==> src/hw/tis_regs.svh <==
// Constants for the thermocouple input sequencer: fields, codes, limits, timing
`ifndef TIS_REGS_SVH
`define TIS_REGS_SVH

// Channel count and image word width
`define TIS_NUM_CH 8
`define TIS_WORD_W 16

// Configuration word fields (one word per channel)
`define TIS_CFG_EN 0
`define TIS_CFG_TYPE_LSB 1
`define TIS_CFG_TYPE_MSB 4
`define TIS_CFG_STAT_SEL 5
`define TIS_CFG_OC_EN 6

// Status word fields
`define TIS_ST_TYPE_LSB 0
`define TIS_ST_TYPE_MSB 3
`define TIS_ST_OPEN 12
`define TIS_ST_UNDER 13
`define TIS_ST_OVER 14
`define TIS_ST_ERR 15

// Input type codes
`define TIS_TYPE_J 4'h0
`define TIS_TYPE_K 4'h1
`define TIS_TYPE_T 4'h2
`define TIS_TYPE_B 4'h3
`define TIS_TYPE_E 4'h4
`define TIS_TYPE_R 4'h5
`define TIS_TYPE_S 4'h6
`define TIS_TYPE_N 4'h7
`define TIS_TYPE_MV50 4'h8
`define TIS_TYPE_MV100 4'h9

// Thermocouple limits in whole degrees C
`define TIS_J_LO -210
`define TIS_J_HI 760
`define TIS_K_LO -270
`define TIS_K_HI 1370
`define TIS_T_LO -270
`define TIS_T_HI 400
`define TIS_B_LO 300
`define TIS_B_HI 1820
`define TIS_E_LO -270
`define TIS_E_HI 1000
`define TIS_R_LO 0
`define TIS_R_HI 1768
`define TIS_S_LO 0
`define TIS_S_HI 1768
`define TIS_N_LO 0
`define TIS_N_HI 1300

// Millivolt limits in converter counts (symmetric)
`define TIS_MV50_LIM 16000
`define TIS_MV100_LIM 32000

// Fixed point shift of the linear gain
`define TIS_GAIN_SHIFT 12

// Timing: clock rate and indicator flash half period
`define TIS_CLK_MHZ 100
`define TIS_FLASH_MS 250

`endif

==> src/hw/tis_pkg.sv <==
// Types shared by the thermocouple input sequencer
package tis_pkg;

    // Sequencer states, one-hot
    typedef enum logic [4:0] {
        TIS_ST_SELFTEST = 5'h01,
        TIS_ST_FAULT = 5'h02,
        TIS_ST_IDLE = 5'h04,
        TIS_ST_PICK = 5'h08,
        TIS_ST_CONV = 5'h10
    } tis_state_t;

    // One image table word
    typedef logic [15:0] tis_word_t;

endpackage

==> src/hw/tis_conv_if.sv <==
// Carrier between the sequencer and its compensation and linearizer
`timescale 1ns/1ps
interface tis_conv_if;
    logic signed [15:0] raw; // Converter counts
    logic [3:0] ctype; // Input type code
    logic signed [15:0] cj_temp; // Cold junction temperature, deg C
    logic signed [15:0] result; // Compensated, clamped reading
    logic over; // Reading above range
    logic under; // Reading below range
    logic bad; // Unknown input type

    modport seq (output raw, ctype, cj_temp,
                 input result, over, under, bad);
    modport lin (input raw, ctype, cj_temp,
                 output result, over, under, bad);
endinterface

==> src/hw/tis_linearize.sv <==
// Cold junction compensation, linearization and range check of one reading
`timescale 1ns/1ps
`include "tis_regs.svh"
module tis_linearize
    import tis_pkg::*;
(
    tis_conv_if.lin conv // Reading in, result and range flags out
);

    // Per type gain, fixed point; values are a plain first-order fit
    localparam logic signed [15:0] GAIN [0:7] = '{
        16'sh0100, 16'sh0140, 16'sh0130, 16'sh0300,
        16'sh00E0, 16'sh0400, 16'sh0420, 16'sh0160
    };

    logic signed [31:0] prod; // Counts times gain
    logic signed [31:0] temp; // Unclamped reading
    logic signed [31:0] lo; // Lower limit of selected range
    logic signed [31:0] hi; // Upper limit of selected range
    logic is_mv; // Millivolt mode

    // Compensate, linearize and clamp
    always_comb
    begin
        prod = 32'sh0;
        lo = 32'sh0;
        hi = 32'sh0;
        is_mv = 1'b0;
        conv.bad = 1'b0;
        case (conv.ctype)
            `TIS_TYPE_J: begin lo = `TIS_J_LO; hi = `TIS_J_HI; end
            `TIS_TYPE_K: begin lo = `TIS_K_LO; hi = `TIS_K_HI; end
            `TIS_TYPE_T: begin lo = `TIS_T_LO; hi = `TIS_T_HI; end
            `TIS_TYPE_B: begin lo = `TIS_B_LO; hi = `TIS_B_HI; end
            `TIS_TYPE_E: begin lo = `TIS_E_LO; hi = `TIS_E_HI; end
            `TIS_TYPE_R: begin lo = `TIS_R_LO; hi = `TIS_R_HI; end
            `TIS_TYPE_S: begin lo = `TIS_S_LO; hi = `TIS_S_HI; end
            `TIS_TYPE_N: begin lo = `TIS_N_LO; hi = `TIS_N_HI; end
            `TIS_TYPE_MV50:
            begin
                is_mv = 1'b1;
                lo = -`TIS_MV50_LIM;
                hi = `TIS_MV50_LIM;
            end
            `TIS_TYPE_MV100:
            begin
                is_mv = 1'b1;
                lo = -`TIS_MV100_LIM;
                hi = `TIS_MV100_LIM;
            end
            default: conv.bad = 1'b1; // Unknown type code
        endcase
        if (!conv.ctype[3])
        begin
            prod = 32'(conv.raw) * 32'(GAIN[conv.ctype[2:0]]);
        end
        if (is_mv)
        begin
            temp = 32'(conv.raw);
        end
        else
        begin
            temp = (prod >>> `TIS_GAIN_SHIFT) + 32'(conv.cj_temp);
        end
        conv.over = !conv.bad && (temp > hi);
        conv.under = !conv.bad && (temp < lo);
        // Clamp into the selected range
        if (conv.over)
        begin
            conv.result = hi[15:0];
        end
        else if (conv.under)
        begin
            conv.result = lo[15:0];
        end
        else
        begin
            conv.result = temp[15:0];
        end
    end

endmodule

==> src/hw/tis_sequencer.sv <==
// Control logic of the eight-channel thermocouple input sequencer
// Overview of operation
// - Self-check at power-up, module indicator dark
// - Self-check passes, module indicator on
// - Idle, channel indicators dark, until configuration
// - Configured enabled channel lights its indicator
// - Enabled channels convert continuously within range
// - Every reading of a known type checked for over/under range
// - Open-circuit tested only when enabled
// - Fault sets status bit, indicator flashes
// - Eight input words, eight output words
// - Input word is data or status, selectable
// - Multiplex eight inputs into one converter
// - Sample cold junction sensors, compensate readings
// - Thermocouple readings compensated and linearized
// - Millivolt mode reports raw counts
// - Per channel type J..N or two mV
`timescale 1ns/1ps
`include "tis_regs.svh"
module tis_sequencer
    import tis_pkg::*;
#(
    parameter int NUM_CH = `TIS_NUM_CH, // Channel count
    parameter int unsigned FLASH_CYCLES =
        `TIS_FLASH_MS * 1000 * `TIS_CLK_MHZ // Flash half period
)
(
    input wire logic clk_i, // 100 MHz clock
    input wire logic rst_n_i, // Async reset, active low
    input wire logic selftest_done_i, // Self-check finished
    input wire logic selftest_fault_i, // Self-check found a fault
    input wire logic cfg_valid_i, // Configuration words valid
    input wire logic [7:0][15:0] cfg_word_i, // Output image, config
    input wire logic adc_done_i, // Conversion finished
    input wire logic signed [15:0] adc_data_i, // Converter counts
    input wire logic open_circuit_i, // Open input sensed
    input wire logic signed [15:0] cj0_temp_i, // Cold junction 0, deg C
    input wire logic signed [15:0] cj1_temp_i, // Cold junction 1, deg C
    output logic module_led_o, // Module status indicator
    output logic [7:0] chan_led_o, // Channel status indicators
    output logic [2:0] mux_sel_o, // Input multiplexer select
    output logic adc_start_o, // Conversion start pulse
    output logic [7:0][15:0] in_word_o // Input image words
);

    tis_state_t state; // Sequencer state
    logic [2:0] cur_ch; // Channel being converted
    logic [2:0] next_ch; // Next enabled channel
    logic any_en; // Some channel enabled
    logic [7:0] en; // Channel enable bits
    tis_word_t data_q [0:7]; // Last reading per channel
    tis_word_t stat_q [0:7]; // Last status per channel
    logic signed [16:0] cj_sum; // Sum of both junction sensors
    logic signed [15:0] cj_avg; // Averaged junction temperature
    logic [31:0] flash_cnt; // Flash half period counter
    logic flash_phase; // Flash on/off phase
    logic running; // Configured and converting
    logic oc_now; // Open circuit, gated by enable
    logic capture; // Reading completes this cycle

    tis_conv_if conv (); // Link to the linearizer

    // Compensation and linearization of the current reading
    tis_linearize u_lin (
        .conv(conv)
    );

    // Decode per channel enables from the configuration words
    always_comb
    begin
        for (int c = 0; c < NUM_CH; c++)
        begin
            en[c] = cfg_word_i[c][`TIS_CFG_EN];
        end
    end

    // Round-robin search for the next enabled channel
    always_comb
    begin
        logic [3:0] probe;
        probe = 4'h0;
        next_ch = cur_ch;
        any_en = 1'b0;
        for (int k = 1; k <= NUM_CH; k++)
        begin
            probe = {1'b0, cur_ch} + 4'(k);
            if (!any_en && en[probe[2:0]])
            begin
                next_ch = probe[2:0];
                any_en = 1'b1;
            end
        end
    end

    // Feed the linearizer with the current reading
    assign conv.raw = adc_data_i;
    assign conv.ctype =
        cfg_word_i[cur_ch][`TIS_CFG_TYPE_MSB:`TIS_CFG_TYPE_LSB];
    assign conv.cj_temp = cj_avg;
    assign running = (state == TIS_ST_PICK) || (state == TIS_ST_CONV);
    assign capture = (state == TIS_ST_CONV) && adc_done_i;
    assign oc_now = open_circuit_i &&
        cfg_word_i[cur_ch][`TIS_CFG_OC_EN];
    assign cj_sum = {cj0_temp_i[15], cj0_temp_i} +
        {cj1_temp_i[15], cj1_temp_i};

    // Sequencer: self-check, wait for configuration, convert
    always_ff @(posedge clk_i or negedge rst_n_i)
    begin
        if (!rst_n_i)
        begin
            state <= TIS_ST_SELFTEST;
            cur_ch <= 3'h7;
            mux_sel_o <= 3'h0;
            adc_start_o <= 1'b0;
        end
        else
        begin
            adc_start_o <= 1'b0;
            case (state)
                TIS_ST_SELFTEST:
                begin
                    // Wait for the built-in check to finish
                    if (selftest_done_i)
                    begin
                        state <= selftest_fault_i ? TIS_ST_FAULT
                                                  : TIS_ST_IDLE;
                    end
                end
                TIS_ST_FAULT:
                begin
                    state <= TIS_ST_FAULT; // Failed check, stay dark
                end
                TIS_ST_IDLE:
                begin
                    // Hold off until configuration arrives
                    if (cfg_valid_i)
                    begin
                        state <= TIS_ST_PICK;
                    end
                end
                TIS_ST_PICK:
                begin
                    // Select the next enabled channel and start
                    if (any_en)
                    begin
                        cur_ch <= next_ch;
                        mux_sel_o <= next_ch;
                        adc_start_o <= 1'b1;
                        state <= TIS_ST_CONV;
                    end
                end
                TIS_ST_CONV:
                begin
                    // Hold the mux until the reading is in
                    if (adc_done_i)
                    begin
                        state <= TIS_ST_PICK;
                    end
                end
                default:
                begin
                    state <= TIS_ST_SELFTEST; // Recover from bad code
                end
            endcase
        end
    end

    // Continuous cold junction sampling, average of both sensors
    always_ff @(posedge clk_i or negedge rst_n_i)
    begin
        if (!rst_n_i)
        begin
            cj_avg <= 16'sh0;
        end
        else
        begin
            cj_avg <= cj_sum[16:1];
        end
    end

    // Store reading and status of the converted channel only
    always_ff @(posedge clk_i or negedge rst_n_i)
    begin
        if (!rst_n_i)
        begin
            for (int c = 0; c < NUM_CH; c++)
            begin
                data_q[c] <= 16'h0000;
                stat_q[c] <= 16'h0000;
            end
        end
        else if (capture)
        begin
            data_q[cur_ch] <= conv.result;
            stat_q[cur_ch] <= 16'h0000;
            stat_q[cur_ch][`TIS_ST_TYPE_MSB:`TIS_ST_TYPE_LSB] <= conv.ctype;
            stat_q[cur_ch][`TIS_ST_OPEN] <= oc_now;
            stat_q[cur_ch][`TIS_ST_UNDER] <= conv.under;
            stat_q[cur_ch][`TIS_ST_OVER] <= conv.over;
            stat_q[cur_ch][`TIS_ST_ERR] <= oc_now || conv.under ||
                conv.over || conv.bad;
        end
    end

    // Module indicator: dark in self-check, on once it passes
    always_ff @(posedge clk_i or negedge rst_n_i)
    begin
        if (!rst_n_i)
        begin
            module_led_o <= 1'b0;
        end
        else if ((state == TIS_ST_SELFTEST) && selftest_done_i &&
                 !selftest_fault_i)
        begin
            module_led_o <= 1'b1;
        end
    end

    // Flash timebase for faulted channel indicators
    always_ff @(posedge clk_i or negedge rst_n_i)
    begin
        if (!rst_n_i)
        begin
            flash_cnt <= 32'h0;
            flash_phase <= 1'b0;
        end
        else if (flash_cnt == FLASH_CYCLES - 1)
        begin
            flash_cnt <= 32'h0;
            flash_phase <= !flash_phase;
        end
        else
        begin
            flash_cnt <= flash_cnt + 32'h1;
        end
    end

    // Channel indicators: off, steady on, or flashing on fault
    always_ff @(posedge clk_i or negedge rst_n_i)
    begin
        if (!rst_n_i)
        begin
            chan_led_o <= 8'h00;
        end
        else
        begin
            for (int c = 0; c < NUM_CH; c++)
            begin
                if (!running || !en[c])
                begin
                    chan_led_o[c] <= 1'b0;
                end
                else if (stat_q[c][`TIS_ST_ERR])
                begin
                    chan_led_o[c] <= flash_phase;
                end
                else
                begin
                    chan_led_o[c] <= 1'b1;
                end
            end
        end
    end

    // Input image: reading or status per channel select bit
    always_ff @(posedge clk_i or negedge rst_n_i)
    begin
        if (!rst_n_i)
        begin
            in_word_o <= '0;
        end
        else
        begin
            for (int c = 0; c < NUM_CH; c++)
            begin
                in_word_o[c] <= cfg_word_i[c][`TIS_CFG_STAT_SEL]
                    ? stat_q[c] : data_q[c];
            end
        end
    end
endmodule

==> config.mk <==
export PLATFORM = sky130hd
export DESIGN_NAME = tis_sequencer
export DESIGN_NICKNAME = d
export VERILOG_FILES = /design/src/hw/tis_pkg.sv /design/src/hw/tis_conv_if.sv /design/src/hw/tis_linearize.sv /design/src/hw/tis_sequencer.sv
export VERILOG_INCLUDE_DIRS = /design/src /design/src/hw
export SDC_FILE = /design/constraint.sdc
export NUM_CORES = 1
export LEC_CHECK = 0
export BUFFER_PORTS_ARGS = -buffer_cell sky130_fd_sc_hd__buf_2
export CAP_MARGIN = 30
export CORE_MARGIN = 3
export CORE_UTILIZATION = 55
export DETAILED_ROUTE_END_ITERATION = 16
export PLACE_DENSITY = 0.85
export SLEW_MARGIN = 25
export SYNTH_ARGS = -nofsm -noshare
export SYNTH_HDL_FRONTEND = slang
export SYNTH_HIERARCHICAL = 1
export SYNTH_SLANG_ARGS = --single-unit
==> constraint.sdc <==
create_clock -name clk_i -period 17.2 [get_ports clk_i]
set_clock_uncertainty 0.1 [all_clocks]
set_input_delay 0.86 -clock clk_i [delete_from_list [all_inputs] [get_ports clk_i]]
set_output_delay 0.86 -clock clk_i [all_outputs]
set_load 0.005 [all_outputs]
== Word-level counts from Yosys, hierarchy flattened ==
Memories as Yosys holds them, arrays and structs flattened.
Index checks and enable logic that the tools add are counted.

* Mux-type cells: 95
* $add $sub $neg: 11
* $lt $le $gt $ge: 14
* Bitwise operators: 4
* $mul: 1
* Reductions and logical operators: 51
* Equality and inequality tests: 19

{| class="wikitable"
|+ Operators by type and width
! kind !! count
|-
| $bwmux 128 || 6
|-
| $demux 16 s3 || 6
|-
| $mux 16 || 14
|-
| $pmux 32 s5 || 1
|-
| $pmux 15 s9 || 1
|-
| $and 128x128->128 || 1
|-
| $not 128->128 || 1
|-
| $mux 32 || 3
|-
| $bmux 16 s3 || 1
|-
| $lt 3x4->1 const B || 9
|-
| $mux 1 || 36
|-
| $add 32x1->32 const B || 1
|-
| $eq 32x25->1 const B || 1
|-
| $gt 32x16->1 || 1
|-
| $lt 32x32->1 || 1
|-
| $mul 16x16->32 || 1
|-
| $mux 3 || 9
|-
| $pmux 5 s5 || 1
|-
| $bmux 1 s3 || 8
|-
| $add 20x16->21 || 1
|-
| $mux 5 || 4
|-
| $logic_not 1->1 || 18
|-
| $add 16x16->17 || 1
|-
| $eq 4x3->1 const B || 4
|-
| other kinds (28) || 65
|}

* Word-level logic and storage cells: 229
* Input port bits: 183
* Memories kept: 1
* Bits in read-only memories: 128
* Register bits after elaboration: 454
* Output and inout port bits: 141

{| class="wikitable"
|+ Memory list
! name !! words !! bits a word !! read ports !! clocked after Yosys merged registers in !! wr ports !! line !! RTL
|-
| (name not given) || 8 || 16 || 1 || 0 || 0 || tis_linearize.sv:55 || <nowiki>prod = 32'(conv.raw) * 32'(GAIN[conv.ctype[2:0]]);</nowiki>
|}

== Depth between registers and ports, before layout ==
* Depth after elaboration: 27
* Mapped depth: 52
* Gate-level depth less buffers: 46

== Cells and area by module ==
Netlist, hierarchy kept.

{| class="wikitable"
|+ By module, submodules not included
! module !! area each (um2) !! cells each !! times used
|-
| tis_sequencer || 18477.7 || 1331 || 1
|-
| tis_linearize || 7265.7 || 875 || 1
|}

== Least setup slack after synthesis ==
OpenSTA, ideal clock, no wires.

* Kind: flip-flop to flip-flop
* Start point: register cur_ch[0]
* End point: register (tool-made name)
* Setup slack: 5.149 ns
* Period minus slack after synthesis: 12.051 ns
* Cell stages (with the launch flop): 49
* Arrival: 11.799 ns
* Path through: dfstp_2 > buf_2 > buf_2 > buf_2 > mux4_2 > mux2i_1 > inv_1 > clkbuf_1 > clkbuf_1 > a21oi_1 > clkbuf_1 > and2_1 > fa_1 > ha_1 > fa_1 > inv_1 > fa_1 > inv_1 > (+13 left out) > a211o_1 > nor2_1 > o211ai_1 > a41o_1 > a21oi_1 > mux2_2 > o2111ai_1 > ha_1 > nand2_1 > nor4_1 > o311a_1 > nor3_1 > or2_2 > a31oi_4 > buf_12 > inv_2 > nor4_1 > o21ai_0

{| class="wikitable"
|+ RTL lines
! element !! line !! RTL
|-
| from (decl) || tis_sequencer.sv:47 || <nowiki>logic [2:0] cur_ch;</nowiki>
|-
| from (signal assigned) || tis_sequencer.sv:147 || <nowiki>cur_ch <= next_ch;</nowiki>
|}

== Final worst setup path ==
* Start point: register cur_ch[0]
* End point: register data_q[35] (netlist bit)

* Word-level cells in the longest chain between the ends: 15
* Elaborated cells on any way between the ends: 40
* Classes of those cells: 1 x add/sub; 1 x mul; 4 x order compare; 9 x eq/ne; 14 x mux; 2 x bitwise; 8 x reduce/logical; 1 x memory

{| class="wikitable"
|+ RTL lines
! element !! line !! RTL
|-
| $bmux 16 s3 * || tis_sequencer.sv:98 || <nowiki>cfg_word_i[cur_ch][`TIS_CFG_TYPE_MSB:`TIS_CFG_TYPE_LSB];</nowiki>
|-
| $mux 7 * || - ||
|-
| net conv.ctype[0] || tis_conv_if.sv:5 || <nowiki>logic [3:0] ctype;</nowiki>
|-
| $not 3->4 (not written as such) || tis_linearize.sv:55 ||
|-
| $mem_v2 8x16 || - ||
|-
| $mux 16 (not written as such) (2 in a row) || tis_linearize.sv:55 ||
|-
| $mul 16x16->32 || tis_linearize.sv:55 ||
|-
| $mux 32 || tis_linearize.sv:53 || <nowiki>if (!conv.ctype[3])</nowiki>
|-
| $add 20x16->21 || tis_linearize.sv:63 || <nowiki>temp = (prod >>> `TIS_GAIN_SHIFT) + 32'(conv.cj_temp);</nowiki>
|-
| $mux 32 || tis_linearize.sv:57 || <nowiki>if (is_mv)</nowiki>
|-
| $lt 32x32->1 || tis_linearize.sv:66 || <nowiki>conv.under = !conv.bad && (temp < lo);</nowiki>
|-
| $logic_and 1x1->1 || tis_linearize.sv:66 ||
|-
| $mux 16 || tis_linearize.sv:72 || <nowiki>else if (conv.under)</nowiki>
|-
| $mux 16 * || tis_linearize.sv:68 || <nowiki>if (conv.over)</nowiki>
|-
| net conv.result[3] || tis_conv_if.sv:7 || <nowiki>logic signed [15:0] result;</nowiki>
|-
| $bwmux 128 * || tis_sequencer.sv:195 || <nowiki>data_q[cur_ch] <= conv.result;</nowiki>
|-
| to (signal, indexed assignment) || tis_sequencer.sv:195 ||
|-
| to (decl) || tis_sequencer.sv:51 || <nowiki>tis_word_t data_q [0:7];</nowiki>
|}

The timed path passes the listed nets; every way through them passes the cells marked *. The select of a mux whose other input is x is not followed.
A chain may end at the register's enable or synchronous reset.

==> results.sh <==
export IMPL_hold_path_class="in -> async"
export IMPL_cts_path_max_buffers=3
export IMPL_crit_path_end_kind="flop"
export IMPL_fill_cells=3223
export IMPL_synth_top_family_by_area="multiplexers"
export IMPL_synth_cells=2206
export IMPL_grt_max_degree=204
export IMPL_clkLatencyLatePin_ps=570
export IMPL_synthMuxAreaShare_pct=16.6
export IMPL_final_cells=3088
export IMPL_final_layout_size_suffix_gt1_share_pct=29.0
export IMPL_crit_arrival_ps=14430
export IMPL_synth_xor_area_share_pct=2.55
export IMPL_dp_cells=3000
export IMPL_antenna_found_initial=1
export IMPL_cap_violations=0
export IMPL_num_rows=78
export IMPL_crit_fanout=27
export IMPL_routedWlPerCell_um=20.7
export IMPL_vias=18000
export IMPL_cts_sinks=454
export IMPL_portBuffers=251
export IMPL_netlist_top_cells_count="450 x dfrtp_1, 289 x mux2_2, 175 x ha_1"
export IMPL_yosys_area_top_type="dfrtp_1"
export IMPL_nets=2896
export IMPL_fin_crit_sh_pct=81.5
export IMPL_drt_pass1_iter_count=5
export IMPL_setup_slack_ps=3180
export IMPL_cts_tree="built"
export IMPL_avgSynthCellArea_um2=11.7
export IMPL_worst_pin_slew_ps=970
export IMPL_initial_core_util_pct=56.2
export IMPL_ys_seq_area_share_pct=44.2
export IMPL_slew_viol_final=0
export IMPL_whs_ps=208
export IMPL_syn_nets=2649
export IMPL_dp_hpwl_um=43900
export IMPL_crit_type="reg -> reg"
export IMPL_clock_root_buffer="clkbuf_16"
export IMPL_syn_area_um2=25700
export IMPL_synth_edf_count=0
export IMPL_hold_viol_final=0
export IMPL_outcome="complete, no violations"
export IMPL_max_stage_delay_ps=1040
export IMPL_core_area_um2=45800
export IMPL_critical_path_slowest_cell="dfstp_2"
export IMPL_wirelength_um=64000
export IMPL_synth_cell_types=83
export IMPL_ant_nets=0
export IMPL_place_gp_congestion=0.856
export IMPL_finalSetupViolCount=0
export IMPL_cts_repair_resized=0
export IMPL_maxSlewHeadroom_pct=35.4
export IMPL_io_pins=324
export IMPL_worstPathRequired_ps=17610
export IMPL_post_cts_buffers=0
export IMPL_vias_per_cell=5.82
export IMPL_overflow=0
export IMPL_synth_compound_area_share_pct=6.60
export IMPL_synthArstFlopShare_pct=100
export IMPL_area_growth_pct=13.9
export IMPL_ys_seq_elements=454
export IMPL_fin_setup_tns_ps=0
export IMPL_synth_top_area_share_pct=43.7
export IMPL_crit_top_cell="ha_1"
export IMPL_cts_htree_levels=2
export IMPL_grt_pass1_wl_um=103000
export IMPL_crit_path_start_kind="flop"
export IMPL_drt_iter0_markers=1337
export IMPL_grt_pass1_vias=19300
export IMPL_fp_dieH_um=222
export IMPL_hold_buffers=0
export IMPL_cts_buffers_inserted=44
export IMPL_path_clk_slew_ps=70
export IMPL_rsz0062_at_grt="false"
export IMPL_synth_most_common_cell="dfrtp_1"
export IMPL_fin_crit_ps=14020
export IMPL_ys_warn_count=6
export IMPL_drcViolationCount=0
export IMPL_place_ws_ps=3030
export IMPL_synthSimpleGateAreaFrac_pct=11.3
export IMPL_die_x_um=222
export IMPL_synth_area_top_cells="dfrtp_1 44%, mux2_2 13%, ha_1 8.5%, fa_1 6.6%, and2_1 3.5%"
export IMPL_die_area_um2=49400
export IMPL_synth_fa_ha_area_share_pct=15.1
export IMPL_clock_fmax_mhz=71.3
export IMPL_ys_flop_type="dfrtp_1"
export IMPL_grt_usage_pct=25.9
## critical path, delay by kind of cell, from the launching register on
kind / cells / cell delay (ps)
AO/OA/AOI/OAI: 13 / 4660
adder cells (fa/ha/maj): 10 / 3860
multiplexers: 5 / 1920
AND/OR/NAND/NOR: 9 / 1500
flip-flops: 1 / 1040
buffers and inverters: 5 / 560
XOR/XNOR: 2 / 250
## layout by cell type, fill, tap and decap left out, types with 11 or more instances in the layout
cell / Yosys / final
fa_1: 85 / 85
xnor2_1: 41 / 41
nor3_1: 14 / 14
mux2i_1: 42 / 38
a21oi_1: 68 / 67
o21a_1: 12 / 12
buf_2: 11 / 252
mux2_2: 289 / 289
ha_1: 175 / 175
and3_1: 38 / 38
clkbuf_16: 0 / 45
dfrtp_1: 450 / 450
a21o_1: 17 / 17
nand2_1: 128 / 128
buf_4: 0 / 25
and2_1: 144 / 144
nand3_1: 30 / 30
nand4_1: 16 / 16
nor2b_1: 17 / 17
mux4_2: 25 / 25
inv_1: 148 / 148
xor2_1: 34 / 34
nand2b_1: 11 / 11
o21ai_0: 85 / 85
nor2_1: 103 / 103
## metal layers
metal	part of all wire [%]	vias up	GRT usage, %
met3	5.9	128	4.47
met1	40	9125	32.0
met5	0	-	0
li1	-	8117	-
met4	3.0	0	7.79
met2	51	609	46.5
## final timing paths
kind | startpoint | slack [ps] | to | depth (start not counted)
setup / recovery | cur_ch[0]$_DFFE_PN1P_ | 3180 | data_q[35]$_DFFE_PN0P_ | 44
hold / removal | rst_n_i | 210 | stat_q[116]$_DFFE_PN0P_ | 1
setup reg to reg | cur_ch[0]$_DFFE_PN1P_ | 3180 | data_q[35]$_DFFE_PN0P_ | 44
hold reg to reg | mux_sel_o[1]$_DFFE_PN0P_ | 370 | mux_sel_o[1]$_DFFE_PN0P_ | 2
max in group asynchronous | rst_n_i | 14630 | cj_avg[7]$_DFF_PN0_ | 4
min in group clk_i | mux_sel_o[1]$_DFFE_PN0P_ | 370 | mux_sel_o[1]$_DFFE_PN0P_ | 2
## metrics by stage
step | instance area [um2] | util, %
final | 29300 | 64.1
after detailed placement | 27600 | 60.4
after global routing | 29300 | 64.1
after global placement | 27600 | 60.3
after floorplan | 25700 | -
after CTS | 29200 | 63.8
## final cells by class
type	count	area [um2]	area share [%]
antenna	2	5.00	0.0171
clock buffer	59	1280	4.36
clock inverter	20	294	1.00
inverter	155	582	1.98
multi-input combinational	1512	13500	45.9
sequential	454	11400	38.8
tap	600	751	2.56
timing repair buffer	286	1590	5.43
## kinds of logic after synthesis
kind of cell             Yosys count
AND/OR/NAND/NOR                  555
flip-flops                       454
multiplexers                     359
AO/OA/AOI/OAI                    263
adder cells (fa/ha/maj)          260
buffers and inverters            240
XOR/XNOR                          75
Power is left out: the tool's default activity adds up to more than one toggle a clock period on the data nets, which glitch-free logic cannot reach.
